==> src/bag_defs.svh <==
// Register offsets, reset values and timing counts for the brightness
// and alarm gating block. Definitions only; included by bare name.
`ifndef BAG_DEFS_SVH
`define BAG_DEFS_SVH
// ----------------------------------------------------------------------
// Register byte offsets
// ----------------------------------------------------------------------
`define BAG_OFS_CTRL    8'h00
`define BAG_OFS_MANUAL  8'h04
`define BAG_OFS_DULL    8'h08
`define BAG_OFS_AHI     8'h0C
`define BAG_OFS_ALO     8'h10
`define BAG_OFS_DIM     8'h14
`define BAG_OFS_DMASK   8'h18
`define BAG_OFS_STAT    8'h1C
`define BAG_OFS_ALMREQ  8'h80
// ----------------------------------------------------------------------
// Fields and reset values
// ----------------------------------------------------------------------
`define BAG_CTRL_AUTO   0
`define BAG_RST_AUTO    1'h1
`define BAG_RST_MANUAL  6'h3F
`define BAG_RST_DULL    6'h07
`define BAG_RST_AHI     6'h3F
`define BAG_RST_ALO     6'h07
`define BAG_RST_DIM     16'h0000
`define BAG_MAN_MIN     6'h01
// ----------------------------------------------------------------------
// Timing
// ----------------------------------------------------------------------
`define BAG_CLK_HZ      64'd50000000
`define BAG_MINUTE_S    64'd60
`define BAG_MINUTE_CYC  (`BAG_MINUTE_S * `BAG_CLK_HZ)
`endif

==> src/bag_pkg.sv <==
// Types shared by the brightness and alarm gating block.
// Assumes the constants header is compiled alongside.
package bag_pkg;
    // Which source sets the display level
    typedef enum logic [1:0] {
        BAG_SRC_MANUAL,
        BAG_SRC_AUTO,
        BAG_SRC_DULL
    } bag_src_t;
    typedef logic [5:0] bag_level_t;  // 0 dimmest .. 63 brightest
endpackage

==> src/bag_top.sv <==
// Display brightness selection, inactivity dim timer and remote-input
// gating of 32 time alarms. Assumes one 50 MHz clock, pins arriving
// asynchronously, and alarm timing logic on the same clock.
// Function
// Four requirement flags held per time alarm.
// Alarm starts only with required inputs active.
// Required input changes switch alarm relays live.
// Auto mode follows light sensor level.
// Manual level 1 to 63, default 63.
// Dull input selects dull level, default 7.
// Auto never above high limit.
// Auto never below low limit; if limits cross, high limit wins.
// Dim timer zero means disabled.
// Timer counts from press, expiry dulls.
// Expiry within one minute of setting.
// Any press restores brightness, restarts timer.
// Own dim timer, no master control.
// Dulling overrides manual and auto levels.
`timescale 1ns/1ps
`include "bag_defs.svh"

// ----------------------------------------------------------------------
// Two flip-flop synchroniser
// ----------------------------------------------------------------------
module bag_sync #(
    parameter int WIDTH = 1
) (
    input  wire logic             clk_i,
    input  wire logic             resetn_i,
    input  wire logic [WIDTH-1:0] d_i,
    output logic      [WIDTH-1:0] q_o
);
    logic [WIDTH-1:0] meta_ff;  // First stage, read only by q_o
    // Both stages clear on reset
    always_ff @(posedge clk_i or negedge resetn_i)
    begin
        if (!resetn_i)
        begin
            meta_ff <= '0;
            q_o     <= '0;
        end
        else
        begin
            meta_ff <= d_i;
            q_o     <= meta_ff;
        end
    end
endmodule

// ----------------------------------------------------------------------
// Top level
// ----------------------------------------------------------------------
module bag_top #(
    parameter logic [31:0] MINUTE_CYCLES = 32'(`BAG_MINUTE_CYC)
) (
    // Clock and reset
    input  wire logic                core_clk_i,
    input  wire logic                resetn_i,
    // Register port
    input  wire logic [7:0]          reg_addr_i,
    input  wire logic [31:0]         reg_wdata_i,
    input  wire logic                reg_wr_i,
    input  wire logic                reg_rd_i,
    output logic      [31:0]         reg_rdata_o,
    // Pins: remote inputs, buttons, light sensor
    input  wire logic [3:0]          remote_in_i,
    input  wire logic                button_i,
    input  wire logic [5:0]          light_level_i,
    input  wire logic                sensor_fitted_i,
    // Alarm timing logic
    input  wire logic [31:0]         alarm_run_i,
    output logic      [31:0]         alarm_gate_o,
    // Display
    output bag_pkg::bag_level_t      brightness_o,
    output logic                     dull_active_o
);
    import bag_pkg::*;

    // ------------------------------------------------------------------
    // Input synchronisation
    // ------------------------------------------------------------------
    logic [11:0] pins_s;      // Synchronised pin bundle
    logic [3:0]  rin_s;       // Remote inputs, active high
    logic        btn_s;       // Any front button held
    bag_level_t  light_s;     // Ambient level; may tear for one cycle
    logic        fitted_s;    // Sensor present
    bag_sync #(.WIDTH(12)) u_sync (
        .clk_i    (core_clk_i),
        .resetn_i (resetn_i),
        .d_i      ({sensor_fitted_i, light_level_i, button_i, remote_in_i}),
        .q_o      (pins_s)
    );
    assign rin_s    = pins_s[3:0];
    assign btn_s    = pins_s[4];
    assign light_s  = pins_s[10:5];
    assign fitted_s = pins_s[11];

    // ------------------------------------------------------------------
    // Registers
    // ------------------------------------------------------------------
    logic        auto_en_ff;          // auto_brightness_enable
    bag_level_t  man_ff;              // manual_brightness_level
    bag_level_t  dull_ff;             // Dull level
    bag_level_t  ahi_ff;              // auto_high_limit
    bag_level_t  alo_ff;              // auto_low_limit
    logic [15:0] dim_ff;              // Dim timer, minutes
    logic [3:0]  dmask_ff;            // Remote inputs used for dulling
    logic [3:0]  req_mem [0:31];      // Per-alarm required inputs
    logic [31:0] rdata_ff;
    logic        btn_d_ff;            // Button edge history
    logic [31:0] pre_ff;              // Minute prescaler
    logic [15:0] dim_cnt_ff;          // Whole minutes since last press
    logic        expired_ff;          // Dim timer has run out
    bag_level_t  bright_ff;
    logic        dull_act_ff;         // Dulling in force
    logic [31:0] gate_ff;

    // Write decode
    wire         wr_ctrl  = reg_wr_i && reg_addr_i == `BAG_OFS_CTRL;
    wire         wr_man   = reg_wr_i && reg_addr_i == `BAG_OFS_MANUAL;
    wire         wr_dull  = reg_wr_i && reg_addr_i == `BAG_OFS_DULL;
    wire         wr_ahi   = reg_wr_i && reg_addr_i == `BAG_OFS_AHI;
    wire         wr_alo   = reg_wr_i && reg_addr_i == `BAG_OFS_ALO;
    wire         wr_dim   = reg_wr_i && reg_addr_i == `BAG_OFS_DIM;
    wire         wr_dmask = reg_wr_i && reg_addr_i == `BAG_OFS_DMASK;
    wire         in_alm   = reg_addr_i[7] && reg_addr_i[1:0] == 2'h0;
    wire [4:0]   alm_idx  = reg_addr_i[6:2];
    // A manual write of zero is raised to the dimmest legal level
    wire [5:0]   man_wr   = (reg_wdata_i[5:0] < `BAG_MAN_MIN) ?
                            `BAG_MAN_MIN : reg_wdata_i[5:0];

    // Configuration registers
    always_ff @(posedge core_clk_i or negedge resetn_i)
    begin
        if (!resetn_i)
        begin
            auto_en_ff <= `BAG_RST_AUTO;
            man_ff     <= `BAG_RST_MANUAL;
            dull_ff    <= `BAG_RST_DULL;
            ahi_ff     <= `BAG_RST_AHI;
            alo_ff     <= `BAG_RST_ALO;
            dim_ff     <= `BAG_RST_DIM;
            dmask_ff   <= 4'h0;
        end
        else
        begin
            if (wr_ctrl)  auto_en_ff <= reg_wdata_i[`BAG_CTRL_AUTO];
            if (wr_man)   man_ff     <= man_wr;
            if (wr_dull)  dull_ff    <= reg_wdata_i[5:0];
            if (wr_ahi)   ahi_ff     <= reg_wdata_i[5:0];
            if (wr_alo)   alo_ff     <= reg_wdata_i[5:0];
            if (wr_dim)   dim_ff     <= reg_wdata_i[15:0];
            if (wr_dmask) dmask_ff   <= reg_wdata_i[3:0];
        end
    end

    // Requirement flags, four per alarm; reset clears every demand
    always_ff @(posedge core_clk_i or negedge resetn_i)
    begin
        if (!resetn_i)
        begin
            for (int i = 0; i < 32; i++)
                req_mem[i] <= 4'h0;
        end
        else if (reg_wr_i && in_alm)
        begin
            req_mem[alm_idx] <= reg_wdata_i[3:0];
        end
    end

    // Read mux; unmapped addresses read zero
    wire [31:0] stat_w = {20'h0, rin_s, expired_ff, dull_act_ff,
                          bright_ff};
    wire [31:0] rd_mux =
        (reg_addr_i == `BAG_OFS_CTRL)   ? {31'h0, auto_en_ff} :
        (reg_addr_i == `BAG_OFS_MANUAL) ? {26'h0, man_ff}     :
        (reg_addr_i == `BAG_OFS_DULL)   ? {26'h0, dull_ff}    :
        (reg_addr_i == `BAG_OFS_AHI)    ? {26'h0, ahi_ff}     :
        (reg_addr_i == `BAG_OFS_ALO)    ? {26'h0, alo_ff}     :
        (reg_addr_i == `BAG_OFS_DIM)    ? {16'h0, dim_ff}     :
        (reg_addr_i == `BAG_OFS_DMASK)  ? {28'h0, dmask_ff}   :
        (reg_addr_i == `BAG_OFS_STAT)   ? stat_w              :
        in_alm                          ? {28'h0, req_mem[alm_idx]} :
                                          32'h0;

    // Read data stands only in the cycle after the strobe
    always_ff @(posedge core_clk_i or negedge resetn_i)
    begin
        if (!resetn_i)
            rdata_ff <= 32'h0;
        else
            rdata_ff <= reg_rd_i ? rd_mux : 32'h0;
    end
    assign reg_rdata_o = rdata_ff;

    // ------------------------------------------------------------------
    // Dim timer
    // ------------------------------------------------------------------
    // Only this unit's own buttons restart it; no master input exists
    wire press     = btn_s && !btn_d_ff;
    wire min_tick  = (pre_ff == MINUTE_CYCLES - 32'h1);
    // Prescaler restarts on a press, so expiry lands within a cycle of
    // the programmed minutes, well inside the allowed minute of slack
    wire nxt_exp   = (dim_ff != 16'h0) && (dim_cnt_ff >= dim_ff);

    // Press edge, prescaler, minute count and expiry flag
    always_ff @(posedge core_clk_i or negedge resetn_i)
    begin
        if (!resetn_i)
        begin
            btn_d_ff   <= 1'h0;
            pre_ff     <= 32'h0;
            dim_cnt_ff <= 16'h0;
            expired_ff <= 1'h0;
        end
        else
        begin
            btn_d_ff <= btn_s;
            if (press)
            begin
                pre_ff     <= 32'h0;
                dim_cnt_ff <= 16'h0;
                expired_ff <= 1'h0;
            end
            else
            begin
                pre_ff     <= min_tick ? 32'h0 : pre_ff + 32'h1;
                // Saturate so a long idle never wraps back to bright
                if (min_tick && dim_cnt_ff != 16'hFFFF)
                    dim_cnt_ff <= dim_cnt_ff + 16'h1;
                expired_ff <= nxt_exp;
            end
        end
    end

    // ------------------------------------------------------------------
    // Brightness selection
    // ------------------------------------------------------------------
    wire        remote_dull = |(rin_s & dmask_ff);
    wire        dull_now    = remote_dull || expired_ff;
    wire        auto_now    = auto_en_ff && fitted_s;
    // High limit applied last, so it wins if limits are crossed
    wire [5:0]  lo_clip = (light_s < alo_ff) ? alo_ff : light_s;
    wire [5:0]  auto_lv = (lo_clip > ahi_ff) ? ahi_ff : lo_clip;
    bag_src_t   src;
    assign src = dull_now ? BAG_SRC_DULL :
                 auto_now ? BAG_SRC_AUTO : BAG_SRC_MANUAL;
    bag_level_t nxt_bright;
    always_comb
    begin
        case (src)
            BAG_SRC_DULL:   nxt_bright = dull_ff;
            BAG_SRC_AUTO:   nxt_bright = auto_lv;
            BAG_SRC_MANUAL: nxt_bright = man_ff;
            default:        nxt_bright = man_ff;
        endcase
    end

    // ------------------------------------------------------------------
    // Alarm gating
    // ------------------------------------------------------------------
    // An alarm passes while every demanded input is active; sampling
    // this each cycle both qualifies the start and follows later edges
    logic [31:0] req_ok;
    always_comb
    begin
        for (int i = 0; i < 32; i++)
            req_ok[i] = (req_mem[i] & ~rin_s) == 4'h0;
    end
    wire [31:0] nxt_gate = alarm_run_i & req_ok;

    // Output flops
    always_ff @(posedge core_clk_i or negedge resetn_i)
    begin
        if (!resetn_i)
        begin
            bright_ff   <= `BAG_RST_MANUAL;
            dull_act_ff <= 1'h0;
            gate_ff     <= 32'h0;
        end
        else
        begin
            bright_ff   <= nxt_bright;
            dull_act_ff <= dull_now;
            gate_ff     <= nxt_gate;
        end
    end
    assign brightness_o  = bright_ff;
    assign dull_active_o = dull_act_ff;
    assign alarm_gate_o  = gate_ff;
endmodule

==> config.mk <==
export PLATFORM = sky130hd
export DESIGN_NAME = bag_top
export DESIGN_NICKNAME = d
export VERILOG_FILES = /design/src/bag_pkg.sv /design/src/bag_top.sv
export VERILOG_INCLUDE_DIRS = /design/src /design/src/src
export SDC_FILE = /design/constraint.sdc
export NUM_CORES = 1
export LEC_CHECK = 0
export BUFFER_PORTS_ARGS = -buffer_cell sky130_fd_sc_hd__buf_4
export CELL_PAD_IN_SITES_DETAIL_PLACEMENT = 1
export CELL_PAD_IN_SITES_GLOBAL_PLACEMENT = 1
export CORE_MARGIN = 8
export CORE_UTILIZATION = 47
export DETAILED_ROUTE_END_ITERATION = 6
export PLACE_DENSITY = 0.8
export SETUP_SLACK_MARGIN = 0.4
export SLEW_MARGIN = 20
export SYNTH_ARGS = -nofsm -noshare
export SYNTH_HDL_FRONTEND = slang
export SYNTH_SLANG_ARGS = --single-unit
export TNS_END_PERCENT = 10
==> constraint.sdc <==
create_clock -name core_clk_i -period 3.7 [get_ports core_clk_i]
set_input_delay 0.185 -clock core_clk_i [delete_from_list [all_inputs] [get_ports core_clk_i]]
set_output_delay 0.185 -clock core_clk_i [all_outputs]
set_load 0.02 [all_outputs]
Word-level counts from Yosys, hierarchy flattened. Cells that the tools add are included.

Bits in registers: 302. ROM bits: 0. Output and inout bits: 71. Memory bits (writable): 0. Latch bits: 0. Logic and storage cells: 184. Memories: 0.

Eq/ne operators: 11. Div/mod/pow operators: 0. Reductions and logical operators: 53. Order comparisons: 6. Shifts and indexed selects: 0. Bitwise operators: 36. Muxes and demuxes: 27. Add/subtract/negate cells: 2. $mul: 0.

Operators by type and width (number): 16-bit 2-to-1 mux (9); 4-bit AND (33); 128-bit bitwise mux (1); 4-bit zero test (32); 32-bit 2-to-1 mux (2); 32-bit by 1-bit adder with 32-bit output, second input constant (1); 32-bit AND (1); 32-bit == test, second input constant (1); 8-bit by 5-bit == test with 1-bit output, second input constant (4); 12-bit 2-to-1 mux (2); 4-bit binary-select mux with 5-bit select (1); 4-bit demux with 5-bit select (1); 6-bit 2-to-1 mux (3); 16-bit by 1-bit adder with 16-bit output, second input constant (1); 8-bit by 4-bit == test with 1-bit output, second input constant (2); 16-bit greater-or-equal comparator (1); 4-bit 2-to-1 mux (4); 16-bit != test, second input constant (1); 16-bit nonzero test (1); 1-bit logical AND (14); 6-bit by 1-bit less-than comparator with 1-bit output, second input constant (2); 6-bit case mux with 2 select lines (1); 8-bit by 3-bit == test with 1-bit output, second input constant (1); 8-bit zero test (1); 14 further kinds (15).

Logic depth before layout (Yosys ltp). Gate-level depths: netlist (run 1).

Word-level depth: 14. Gate-level depth with buffers: 14. Depth with buffers taken out: 13.

Hierarchy. From an unflattened synthesis (run 1), not the netlist that was laid out.

Cells, all modules: 1470. Area, all modules: 15095.7 um^2.

Modules (own cells, without submodules): bag_top (area an instance 14495.2 um^2, instances 1, cells each 1446); bag_sync (area an instance 600.6 um^2, instances 1, cells each 24).

Worst setup path before layout (run 1). No wires, ideal clock.

Kind: reg2reg. Start point: reg alo_ff[1]. End point: reg bright_ff[0] (netlist: brightness_o[0]). Setup time: 79 ps. Stages on the path, launching flop included: 15. Path slack: 671 ps. Arrival: 2950 ps. Required time: 3621 ps. Clock period less this slack: 3029 ps. Cell sequence: dfstp_2 > inv_1 > ha_1 > a211o_1 > o2111ai_1 > clkbuf_1 > nand2_1 > o21bai_1 > ha_1 > nor2b_1 > o21ai_0 > a21oi_1 > o21ai_0 > o21ai_0 > o21ai_0.

Longest elaborated chain between the ends: 5.

RTL lines: start: declaration (RTL line bag_top.sv:105) `bag_level_t alo_ff;`; start signal: assignment (RTL line bag_top.sv:141) `` alo_ff <= `BAG_RST_ALO; ``; start signal: assignment (RTL line bag_top.sv:151) `if (wr_alo) alo_ff <= reg_wdata_i[5:0];`; 6-bit less-than comparator (RTL line bag_top.sv:243) `wire [5:0] lo_clip = (light_s < alo_ff) ? alo_ff : light_s;`; 6-bit 2-to-1 mux (*) (RTL line bag_top.sv:243); 6-bit > comparator (RTL line bag_top.sv:244) `wire [5:0] auto_lv = (lo_clip > ahi_ff) ? ahi_ff : lo_clip;`; 6-bit 2-to-1 mux (*) (RTL line bag_top.sv:244); 6-bit case mux with 2 select lines (*) (RTL line bag_top.sv:251) `case (src)`; net nxt_bright[0] (RTL line bag_top.sv:248) `bag_level_t nxt_bright;`; end signal: assignment (RTL line bag_top.sv:277) `` bright_ff <= `BAG_RST_MANUAL; ``; end signal: assignment (RTL line bag_top.sv:283) `bright_ff <= nxt_bright;`; end: declaration (RTL line bag_top.sv:114) `bag_level_t bright_ff;`.

Mark *: on every way through the listed nets, which the timed path passes. The rest lies on a longest branch. A chain may end at the register's enable or synchronous reset.

Worst setup path in the final report (run 1).
Start point: reg alo_ff[5]. End point: reg bright_ff[0] (netlist: brightness_o[0]).

Same word-level chain as after synthesis.

==> impl_metrics.tcl, run 1 <==
set metrics [dict create \
    rsz0062_at_grt "true" \
    min_delay_path_depth 3 \
    status "finished, final reports clean" \
    endpoint_kind "flip-flop" \
    worst_slew_pin_slew_ns 1.01 \
    num_rows 65 \
    first_global_vias 13100 \
    slew_viol_final 0 \
    slowest_delay_ns 0.42 \
    skew_ns 0.0262 \
    overflow 0 \
    area_growth_pct 20.9 \
    wirelength_um 47800 \
    slew_headroom_pct 33.0 \
    fmax_mhz 304 \
    antenna_found_initial 1 \
    syn_avg_cell_area_um2 10.4 \
    ys_warn_count 0 \
    clockRootBuffer "clkbuf_16" \
    synth_top_cell_by_area "dfrtp_1" \
    yosysUniqueCellTypes 68 \
    drive_gt1_share_pct 23.8 \
    routedWlPerCell_um 23.3 \
    initial_core_util_pct 47.7 \
    portBuffers 126 \
    vias 12100 \
    path_cells "inv_1, ha_4, and2_4, a221oi_4, buf_6, buf_4, a21boi_0, o21bai_1, ha_1, a211o_1, o21a_4, a311oi_1, o21ai_0" \
    cts_sinks 302 \
    finalCritPeriodShare_pct 89.0 \
    hpwl_um 31500 \
    die_width_um 195 \
    cp.arrival_ns 3.73 \
    netlist_area_um2 15100 \
    setup_tns_ns 0 \
    synth_seq_area_share_pct 50.4 \
    synth_edf_count 0 \
    synthArstFlopShare_pct 100 \
    drt_iter0_drc 810 \
    grt_max_degree 133 \
    path_max_fanout 6 \
    post-place-ws_ns 0.272 \
    cts_buffers 35 \
    drc 0 \
    hold_path_class "in -> reg" \
    p_per_area_nw_per_um2 437 \
    rr_endpoint "brightness_o[0]" \
    die_h_um 195 \
    yosysTopAreaCellShare_pct 46.0 \
    track_usage_pct 24.6 \
    synth_cells 1451 \
    ys.flop_type "dfrtp_1" \
    finalSetupViolations 0 \
    final_common_cell "dfrtp_1" \
    cp.required_ns 4.14 \
    fp.coreArea_um2 31600 \
    hold_viol 0 \
    reg2reg_from "alo_ff[5]" \
    synth_area_leaders "dfrtp_1 (46%), mux2_2 (10%), dfstp_2 (4.4%)" \
    cts_tree "yes" \
    die_area_um2 38000 \
    drv_cap 0 \
    viasPerCell 5.89 \
    cp_slowest_cell "dfrtp_1" \
    clock_latency_ns 0.52 \
    final_cell_mix "dfrtp_1 (277), buf_4 (151), mux2_2 (135)" \
    setup_ws_ns 0.407 \
    hp-start "alarm_run_i[24]" \
    clk_pin_slew_ns 0.06 \
    fin_crit_ns 3.29 \
    first_pass_iters 5 \
    p_leak_nw 8.34 \
    critPathLaunchType "flip-flop" \
    h-tree-depth 2 \
    ir_drop_mv 0.362 \
    num_io_pins 159 \
    whs_endpoint "alarm_gate_o[24]" \
    fin_nets 1744 \
    routabilityCongestion 0.879 \
    cts_buffer_depth 3 \
    grt_pass1_wl_um 75200 \
    reg2regPathDepth 13 \
    path_class "reg -> reg" \
    detail-route-antenna-nets 0 \
    ys_ff_latch 302 \
    rrSetupSlack_ns 0.41 \
]
## metrics by stage
| step | cell area (um^2) | util, % | total power [mW] | std cells | hold slack [ns] |
|---|---|---|---|---|---|
| floorplan | 15100 | - | 4.12 | 1466 | -0.111 |
| global placement | 16400 | 51.8 | 4.48 | 1929 | 0.294 |
| detailed placement | 16400 | 51.8 | 4.52 | 1929 | 0.295 |
| CTS | 18000 | 57.2 | 7.98 | 2044 | 0.0148 |
| global route | 18200 | 57.7 | 8.22 | 2052 | 0.0183 |
| finish | 18200 | 57.7 | 7.96 | 2053 | 0.0319 |
## metal layers
layer	part of all wire, %	GRT usage (%)	routed length, um
met5	0	0	0
met4	3.4	9.77	1600
met3	5.5	4.54	2610
met2	50	41.0	23700
met1	42	31.4	19900
## worst max-delay path by stage
stage	slack, ns	end	start
6_report	0.41	brightness_o[0]	alo_ff[5]
5_1_grt	0.27	brightness_o[5]	alo_ff[5]
4_1_cts	0.42	brightness_o[5]	alo_ff[5]
3_5_place_dp	0.27	brightness_o[1]	alo_ff[5]
3_3_place_gp	0.41	brightness_o[3]	alo_ff[1]
2_1_floorplan	0.67	brightness_o[0]	alo_ff[1]
## Yosys cell counts (4+ instances only)
master      n
and3_1     13
nand4b_1    5
or3_1      10
o31ai_1     4
and2_1      5
a311oi_1    7
dfstp_2    25
ha_1       29
dfrtp_1   277
o32ai_1     5
a21oi_1    36
xnor2_1    10
nor2b_1    40
mux4_2      4
xor2_1     18
and4_1     10
a21boi_0    8
buf_2      14
nor4_1     11
mux2_2    135
a22o_1      6
o21bai_1    5
nor3_1     53
clkbuf_1   57
o21ai_0   105
nand2_1   109
nor2_1     72
nand3_1    31
nand2b_1    9
inv_1     127
mux2i_1    64
nand4_1    11
or4_1       6
buf_4      16
o22ai_1    55
## sequential cells by signal (all words and copies together), names as in the netlist, 12 cells and up
register / cells
u_sync.q_o: 12
pre_ff: 32
alarm_gate_o: 32
req_mem: 128
dim_ff: 16
dim_cnt_ff: 16
reg_rdata_o: 16
u_sync.meta_ff: 12
## cell families (layout without fill, tap and decap cells)
| group | after synthesis | in the layout | share of synthesized area (%) |
|---|---|---|---|
| mux | 206 | 206 | 15.2 |
| xor+xnor | 28 | 28 | 1.63 |
| buf+inv | 215 | 398 | 5.87 |
| flops | 302 | 302 | 50.4 |
| fa+ha+maj | 29 | 29 | 2.41 |
| simple gates | 401 | 401 | 13.6 |
| compound gates | 269 | 269 | 10.9 |
| other cells | 1 | 18 | 0.0249 |
## worst max-delay path: cells and delay by family, from the launching register on
| family | cells | cell delay, ns |
|---|---|---|
| fa+ha+maj | 2 | 0.57 |
| compound gates | 7 | 1.62 |
| flops | 1 | 0.42 |
| simple gates | 1 | 0.18 |
| buf+inv | 3 | 0.42 |
## timing repair
| item | CTS | global route |
|---|---|---|
| setup endpoints to repair | 6 | 6 |
| endpoints found under the hold margin | 189 | 0 |
| pin swaps | 0 | 3 |
| hold buffers | 56 | 0 |
| gates resized for setup | 6 | 16 |
| cloned | 0 | 1 |
| buffers inserted | 0 | 5 |
## layout make-up
cell class,count,area [um^2]
fillers,3399,13300
flip-flops and latches,302,7590
diodes,2,5.00
clock buffers,48,1010
multi-input cells,949,6750
well taps,402,503
repair buffers,212,1770
clock inverters,11,105
inverters,127,477
## where the power goes
group          internal [mW]  switching, mW
sequential              3.48          0.136
clock                   2.04           1.36
combinational          0.384          0.564
No activity file was read; power rests on OpenSTA's default activity.
==> inputs of run 2 (changes only) <==
--- a/config.mk
+++ b/config.mk
@@ -6,16 +6,15 @@
 export SDC_FILE = /design/constraint.sdc
 export NUM_CORES = 1
 export LEC_CHECK = 0
-export BUFFER_PORTS_ARGS = -buffer_cell sky130_fd_sc_hd__buf_4
+export BUFFER_PORTS_ARGS = -buffer_cell sky130_fd_sc_hd__buf_2
 export CELL_PAD_IN_SITES_DETAIL_PLACEMENT = 1
 export CELL_PAD_IN_SITES_GLOBAL_PLACEMENT = 1
 export CORE_MARGIN = 8
-export CORE_UTILIZATION = 47
+export CORE_UTILIZATION = 40
 export DETAILED_ROUTE_END_ITERATION = 6
-export PLACE_DENSITY = 0.8
+export PLACE_DENSITY = 0.69
 export SETUP_SLACK_MARGIN = 0.4
 export SLEW_MARGIN = 20
 export SYNTH_ARGS = -nofsm -noshare
 export SYNTH_HDL_FRONTEND = slang
 export SYNTH_SLANG_ARGS = --single-unit
-export TNS_END_PERCENT = 10
==> run 2 against run 1 <==
Against the previous run:
- clock power increased by 8.2%
- flip-flop and latch count unchanged
- sequential power about the same
- die area increased by 16%
- register-to-register slack improved by 0.05 ns
- critical path depth increased by 1
- power increased by 2.9%
- sequential share of layout area increased by 0.22 points
- highest routed layer unchanged
==> impl_metrics.tcl, run 2 (synthesis results as in run 1) <==
set metrics [dict create \
    path_max_fanout 7 \
    ir_drop_mv 0.359 \
    hold_viol 0 \
    drv_cap 0 \
    power_switching_mw 2.12 \
    hpwl_um 31400 \
    slew_viol_final 0 \
    critPathLaunchType "flip-flop" \
    die_width_um 210 \
    routabilityCongestion 0.830 \
    path_cells "inv_1, ha_1, and2_4, a221oi_2, buf_4, a21boi_1, o21bai_1, ha_1, nor2b_1, o21ai_1, a21oi_2, o21a_4, a311oi_1, o21ai_0" \
    fmax_mhz 309 \
    viasPerCell 5.47 \
    clock_latency_ns 0.55 \
    routedWlPerCell_um 21.5 \
    cts_sinks 302 \
    vias 11800 \
    die_area_um2 44100 \
    crit_family "compound AO/OA/AOI/OAI gates" \
    cts_buffer_depth 3 \
    finalSetupViolations 0 \
    pwr-share-comb_pct 10.9 \
    drc 0 \
    overflow 0 \
    detail-route-antenna-nets 0 \
    switching_share_pct 25.8 \
    n_antenna_cell 0 \
    worst_slew_pin_slew_ns 0.971 \
    track_usage_pct 20.9 \
    place_inst 2039 \
    cp.arrival_ns 3.70 \
    fp.coreArea_um2 37400 \
    finalCritPeriodShare_pct 87.6 \
    cts_buffers 37 \
    regMostFlops "req_mem" \
    area_growth_pct 20.2 \
    first_global_vias 12800 \
    slowest_delay_ns 0.40 \
    die_h_um 210 \
    endpoint_kind "flip-flop" \
    rrSetupSlack_ns 0.46 \
    clk_pin_slew_ns 0.05 \
    num_rows 71 \
    clockRootBuffer "clkbuf_16" \
    antenna_found_initial 0 \
    grt_max_degree 112 \
    fin_crit_ns 3.24 \
    setup_tns_ns 0 \
    first_pass_iters 5 \
    p_int_mw 6.08 \
    cts_tree "yes" \
    largest_register_ffs 128 \
    cp_slowest_cell "dfrtp_1" \
    drive_gt1_share_pct 24.1 \
    cp.required_ns 4.16 \
    status "finished, final reports clean" \
    clkPwrFrac_pct 45.0 \
    final.fill_count 4111 \
    wirelength_um 46400 \
    critPathBufInv 2 \
    h-tree-depth 2 \
    slew_headroom_pct 35.2 \
    path_common_cell "ha_1" \
    hold_path_class "in -> reg" \
    path_class "reg -> reg" \
    grt_pass1_wl_um 73400 \
    final_cell_mix "dfrtp_1 (277), mux2_2 (135), inv_1 (127)" \
    initial_core_util_pct 40.3 \
    portBuffers 126 \
    p_per_area_nw_per_um2 452 \
    final_common_cell "dfrtp_1" \
    skew_ns 0.0152 \
    drt_iter0_drc 649 \
    seq_power_share_pct 44.1 \
    fin_nets 1744 \
    num_io_pins 159 \
    p_leak_nw 8.30 \
    fin_cells 2161 \
    rsz0062_at_grt "false" \
]
==> run 2: cell types whose count changed in the layout (fill, tap and decap cells not counted), sizes merged <==
cell           before  now
buf               156  151
clkbuf             48   52
clkinv              9    6
diode               2    0
dlygate4sd3        56   58
clkdlybuf4s15       0    1
clkinvlp            0    1
inv               127  128
==> run 2: power groups by stage <==
stage                     Clock (mW)  Combinational [mW]  Sequential, mW
after floorplan                    0               0.468            3.65
after global placement             0               0.800            3.66
after detailed placement           0               0.818            3.67
after CTS                       3.77               0.875            3.61
after global routing            3.88               0.985            3.63
final                           3.68               0.895            3.61
==> run 2: worst min-delay path: stages <==
cell and delay, ns:
buf_2 0.18, nand3_1 0.10, mux2_2 0.15
==> run 2: area by class of cell <==
class | count | area (um^2) | share of cell area [%]
Sequential cell | 302 | 7590 | 41.9
Tap cell | 511 | 639 | 3.53
Multi-Input combinational cell | 949 | 6740 | 37.2
Clock inverter | 10 | 110 | 0.608
Timing Repair Buffer | 210 | 1440 | 7.92
Inverter | 127 | 477 | 2.63
Clock buffer | 52 | 1120 | 6.21
==> run 2: through the flow <==
| stage | utilization, % | power, mW | instance area (um^2) | setup WS [ns] | hold slack [ns] |
|---|---|---|---|---|---|
| after floorplan | - | 4.12 | 15100 | 0.671 | -0.111 |
| after global placement | 43.3 | 4.46 | 16200 | 0.137 | 0.293 |
| after detailed placement | 43.3 | 4.49 | 16200 | 0.0160 | 0.295 |
| after CTS | 48.2 | 8.26 | 18000 | 0.427 | 0.0760 |
| after global routing | 48.4 | 8.50 | 18100 | 0.305 | 0.119 |
| final | 48.4 | 8.19 | 18100 | 0.460 | 0.107 |
==> run 2: metal layers <==
layer	up-vias	routed length [um]	global-route usage [%]
met4	0	1280	6.88
li1	5425	-	-
met1	6084	20400	26.8
met5	-	0	0
met3	80	2070	4.23
met2	230	22700	35.2
==> run 2: worst paths after layout <==
path	from	end	cells past startpoint
hold / removal	reg_wr_i	auto_en_ff	3
setup / recovery	alo_ff[5]	brightness_o[0]	14
setup reg to reg	alo_ff[5]	brightness_o[0]	14
hold reg to reg	u_sync.meta_ff[9]	u_sync.q_o[9]	0
max in group asynchronous	resetn_i	reg_rdata_o[13]	3
min in group asynchronous	resetn_i	alarm_gate_o[19]	2
==> run 2: timing repair <==
action	CTS	global route
pin swaps	0	4
endpoints found under the setup margin	6	6
gates resized for setup	2	21
cloned	0	1
hold buffers	58	0
buffers inserted	0	1
hold endpoints to repair	171	0
==> inputs of run 3 (changes only) <==
--- a/config.mk
+++ b/config.mk
@@ -6,15 +6,16 @@
 export SDC_FILE = /design/constraint.sdc
 export NUM_CORES = 1
 export LEC_CHECK = 0
-export BUFFER_PORTS_ARGS = -buffer_cell sky130_fd_sc_hd__buf_2
 export CELL_PAD_IN_SITES_DETAIL_PLACEMENT = 1
 export CELL_PAD_IN_SITES_GLOBAL_PLACEMENT = 1
 export CORE_MARGIN = 8
 export CORE_UTILIZATION = 40
 export DETAILED_ROUTE_END_ITERATION = 6
-export PLACE_DENSITY = 0.69
+export DONT_BUFFER_PORTS = 1
+export PLACE_DENSITY = 0.65
 export SETUP_SLACK_MARGIN = 0.4
 export SLEW_MARGIN = 20
 export SYNTH_ARGS = -nofsm -noshare
 export SYNTH_HDL_FRONTEND = slang
+export SYNTH_HIERARCHICAL = 1
 export SYNTH_SLANG_ARGS = --single-unit
==> run 3 against run 2 <==
Against the previous run:
- the run now ends with negative hold slack left
- utilization is 1.1 points lower
- synthesized cell count grew 1.3%
- flip-flop and latch count unchanged
- routed wire length up 0.25%
- critical path type unchanged
- critical endpoint is now brightness_o[1]
- largest cell class unchanged
==> impl_metrics.tcl, run 3 <==
set metrics [dict create \
    drc 0 \
    wirelength_um 46500 \
    fmax_mhz 322 \
    p_leak_nw 7.94 \
    viasPerCell 5.47 \
    fin_nets 1651 \
    placed_area_um2 15500 \
    cts_sinks 302 \
    cp.required_ns 4.17 \
    slew_headroom_pct 45.0 \
    p_per_area_nw_per_um2 462 \
    synth_area_leaders "dfrtp_1 (46%), mux2_2 (9.2%), mux2i_1 (5.2%)" \
    fin_crit_ns 3.10 \
    h-tree-depth 2 \
    slowest_delay_ns 0.55 \
    fin_cells 2074 \
    drive_gt1_share_pct 16.8 \
    routabilityCongestion 0.823 \
    portBuffers 0 \
    synth_cells 1470 \
    syn_avg_cell_area_um2 10.3 \
    critPathLaunchType "flip-flop" \
    synthTopCellsByCount "dfrtp_1 (277), inv_1 (141), mux2_2 (123)" \
    ys.flop_type "dfrtp_1" \
    finalSetupViolations 0 \
    grt_max_degree 303 \
    skew_ns 0.0383 \
    grt_pass1_wl_um 73500 \
    drv_cap 0 \
    final_area_um2 17700 \
    final_cell_mix "dfrtp_1 (277), inv_1 (141), mux2_2 (123)" \
    hold_buffers 77 \
    netlist_area_um2 15100 \
    synth_edf_count 0 \
    ir_drop_mv 0.355 \
    setup_tns_ns 0 \
    antenna_found_initial 1 \
    track_usage_pct 21.3 \
    synthArstFlopShare_pct 100 \
    routedWlPerCell_um 22.4 \
    status "complete, but fails checks" \
    cp_slowest_cell "dfstp_2" \
    clk_pin_slew_ns 0.06 \
    endpoint_kind "flip-flop" \
    drt_iter0_drc 617 \
    cts_tree "yes" \
    cts_buffer_depth 3 \
    first_global_vias 12300 \
    num_rows 71 \
    overflow 0 \
    final_common_cell "dfrtp_1" \
    cp.arrival_ns 3.57 \
    slew_viol_final 0 \
    critPathBufInv 2 \
    rsz0062_at_grt "true" \
    die_area_um2 44200 \
    cts_buffers 36 \
    synth_top_cell_by_area "dfrtp_1" \
    area_growth_pct 17.2 \
    largest_register_ffs 128 \
    setup_ws_ns 0.599 \
    fp.coreArea_um2 37400 \
    ys_warn_count 6 \
    path_class "reg -> reg" \
    initial_core_util_pct 40.4 \
    detail-route-antenna-nets 0 \
    holdWs_ns -0.634 \
    path_max_fanout 6 \
    worst_slew_pin_slew_ns 0.818 \
    yosysTopAreaCellShare_pct 45.9 \
    failed_checks "negative hold slack" \
    regMostFlops "req_mem" \
    final_util_pct 47.3 \
    place_inst 1927 \
    p_total_mw 8.18 \
    hold_path_class "in -> async" \
    die_h_um 210 \
    clock_latency_ns 0.55 \
    clockRootBuffer "clkbuf_16" \
    hold_viol 302 \
    path_cells "inv_1, ha_1, a21o_1, a21oi_2, o21ai_4, mux2i_2, inv_1, ha_1, and3_1, o21ai_0, a21boi_0, o21ai_1, nand2b_2, o221ai_1" \
    post-place-ws_ns 0.283 \
    synth.most_common_cell "dfrtp_1" \
    first_pass_iters 5 \
    crit_family "compound AO/OA/AOI/OAI gates" \
    synth_seq_area_share_pct 50.3 \
    vias 11300 \
    hpwl_um 30400 \
    ys_ff_latch 302 \
    yosysUniqueCellTypes 68 \
    num_io_pins 159 \
    die_width_um 210 \
    finalCritPeriodShare_pct 83.8 \
]
-- run 3: routing by layer --
metal  wire length (um)  track usage [%]  up-vias
met5                 10                0        -
met3               2640             5.26       93
li1                   -                -     5233
met1              20300             27.6     5777
met4               1370             7.02        2
met2              22200             34.6      244
-- run 3: final timing paths --
path / slack [ns] / endpoint / depth (start not counted) / startpoint
min in group core_clk_i: 0.03 / req_mem[15] / 2 / reg_addr_i[6]
worst min-delay path: -0.63 / alarm_gate_o[10] / 0 / resetn_i
max in group asynchronous: 3.78 / pre_ff[29] / 0 / resetn_i
worst min register to register: 0.34 / u_sync/q_o[7] / 0 / u_sync/meta_ff[7]
worst max register to register: 0.60 / brightness_o[1] / 14 / alo_ff[1]
worst max-delay path: 0.60 / brightness_o[1] / 14 / alo_ff[1]
-- run 3: area by class of cell --
class	instances	area, um^2
fillers	4094	19700
flip-flops and latches	302	7590
multi-input cells	958	6690
clock buffers	53	1120
repair buffers	95	946
well taps	511	639
inverters	141	529
clock inverters	13	176
diodes	1	2.50
-- run 3: kinds of logic after synthesis --
kind of cell               after synthesis  share of synthesized area [%]
buffers and inverters                  225                           6.08
xor gates and xnor gates                38                           2.20
other                                    1                         0.0248
adders and majority gates               29                           2.40
and+or+nand+nor                        432                           15.2
AOI/OAI and AO/OA                      242                           9.44
DFF                                    302                           50.3
muxes                                  201                           14.3
-- run 3: what timing repair did --
action,in CTS,in global routing
gates resized for setup,1,10
hold endpoints to repair,529,302
cloned,0,0
endpoints found under the setup margin,6,6
setup buffers,0,3
pin swaps,0,1
-- run 3: power breakdown --
group | internal (mW) | switching [mW]
Clock | 2.38 | 1.45
Combinational | 0.297 | 0.384
Sequential | 3.49 | 0.179
-- run 3: worst register-to-register path: stages, from the launching register on --
cell and delay, ns:
dfstp_2 0.55, inv_1 0.05, ha_1 0.26, a21o_1 0.13
a21oi_2 0.09, o21ai_4 0.28, mux2i_2 0.30, inv_1 0.07
ha_1 0.29, and3_1 0.19, o21ai_0 0.08, a21boi_0 0.16
o21ai_1 0.10, nand2b_2 0.26, o221ai_1 0.22
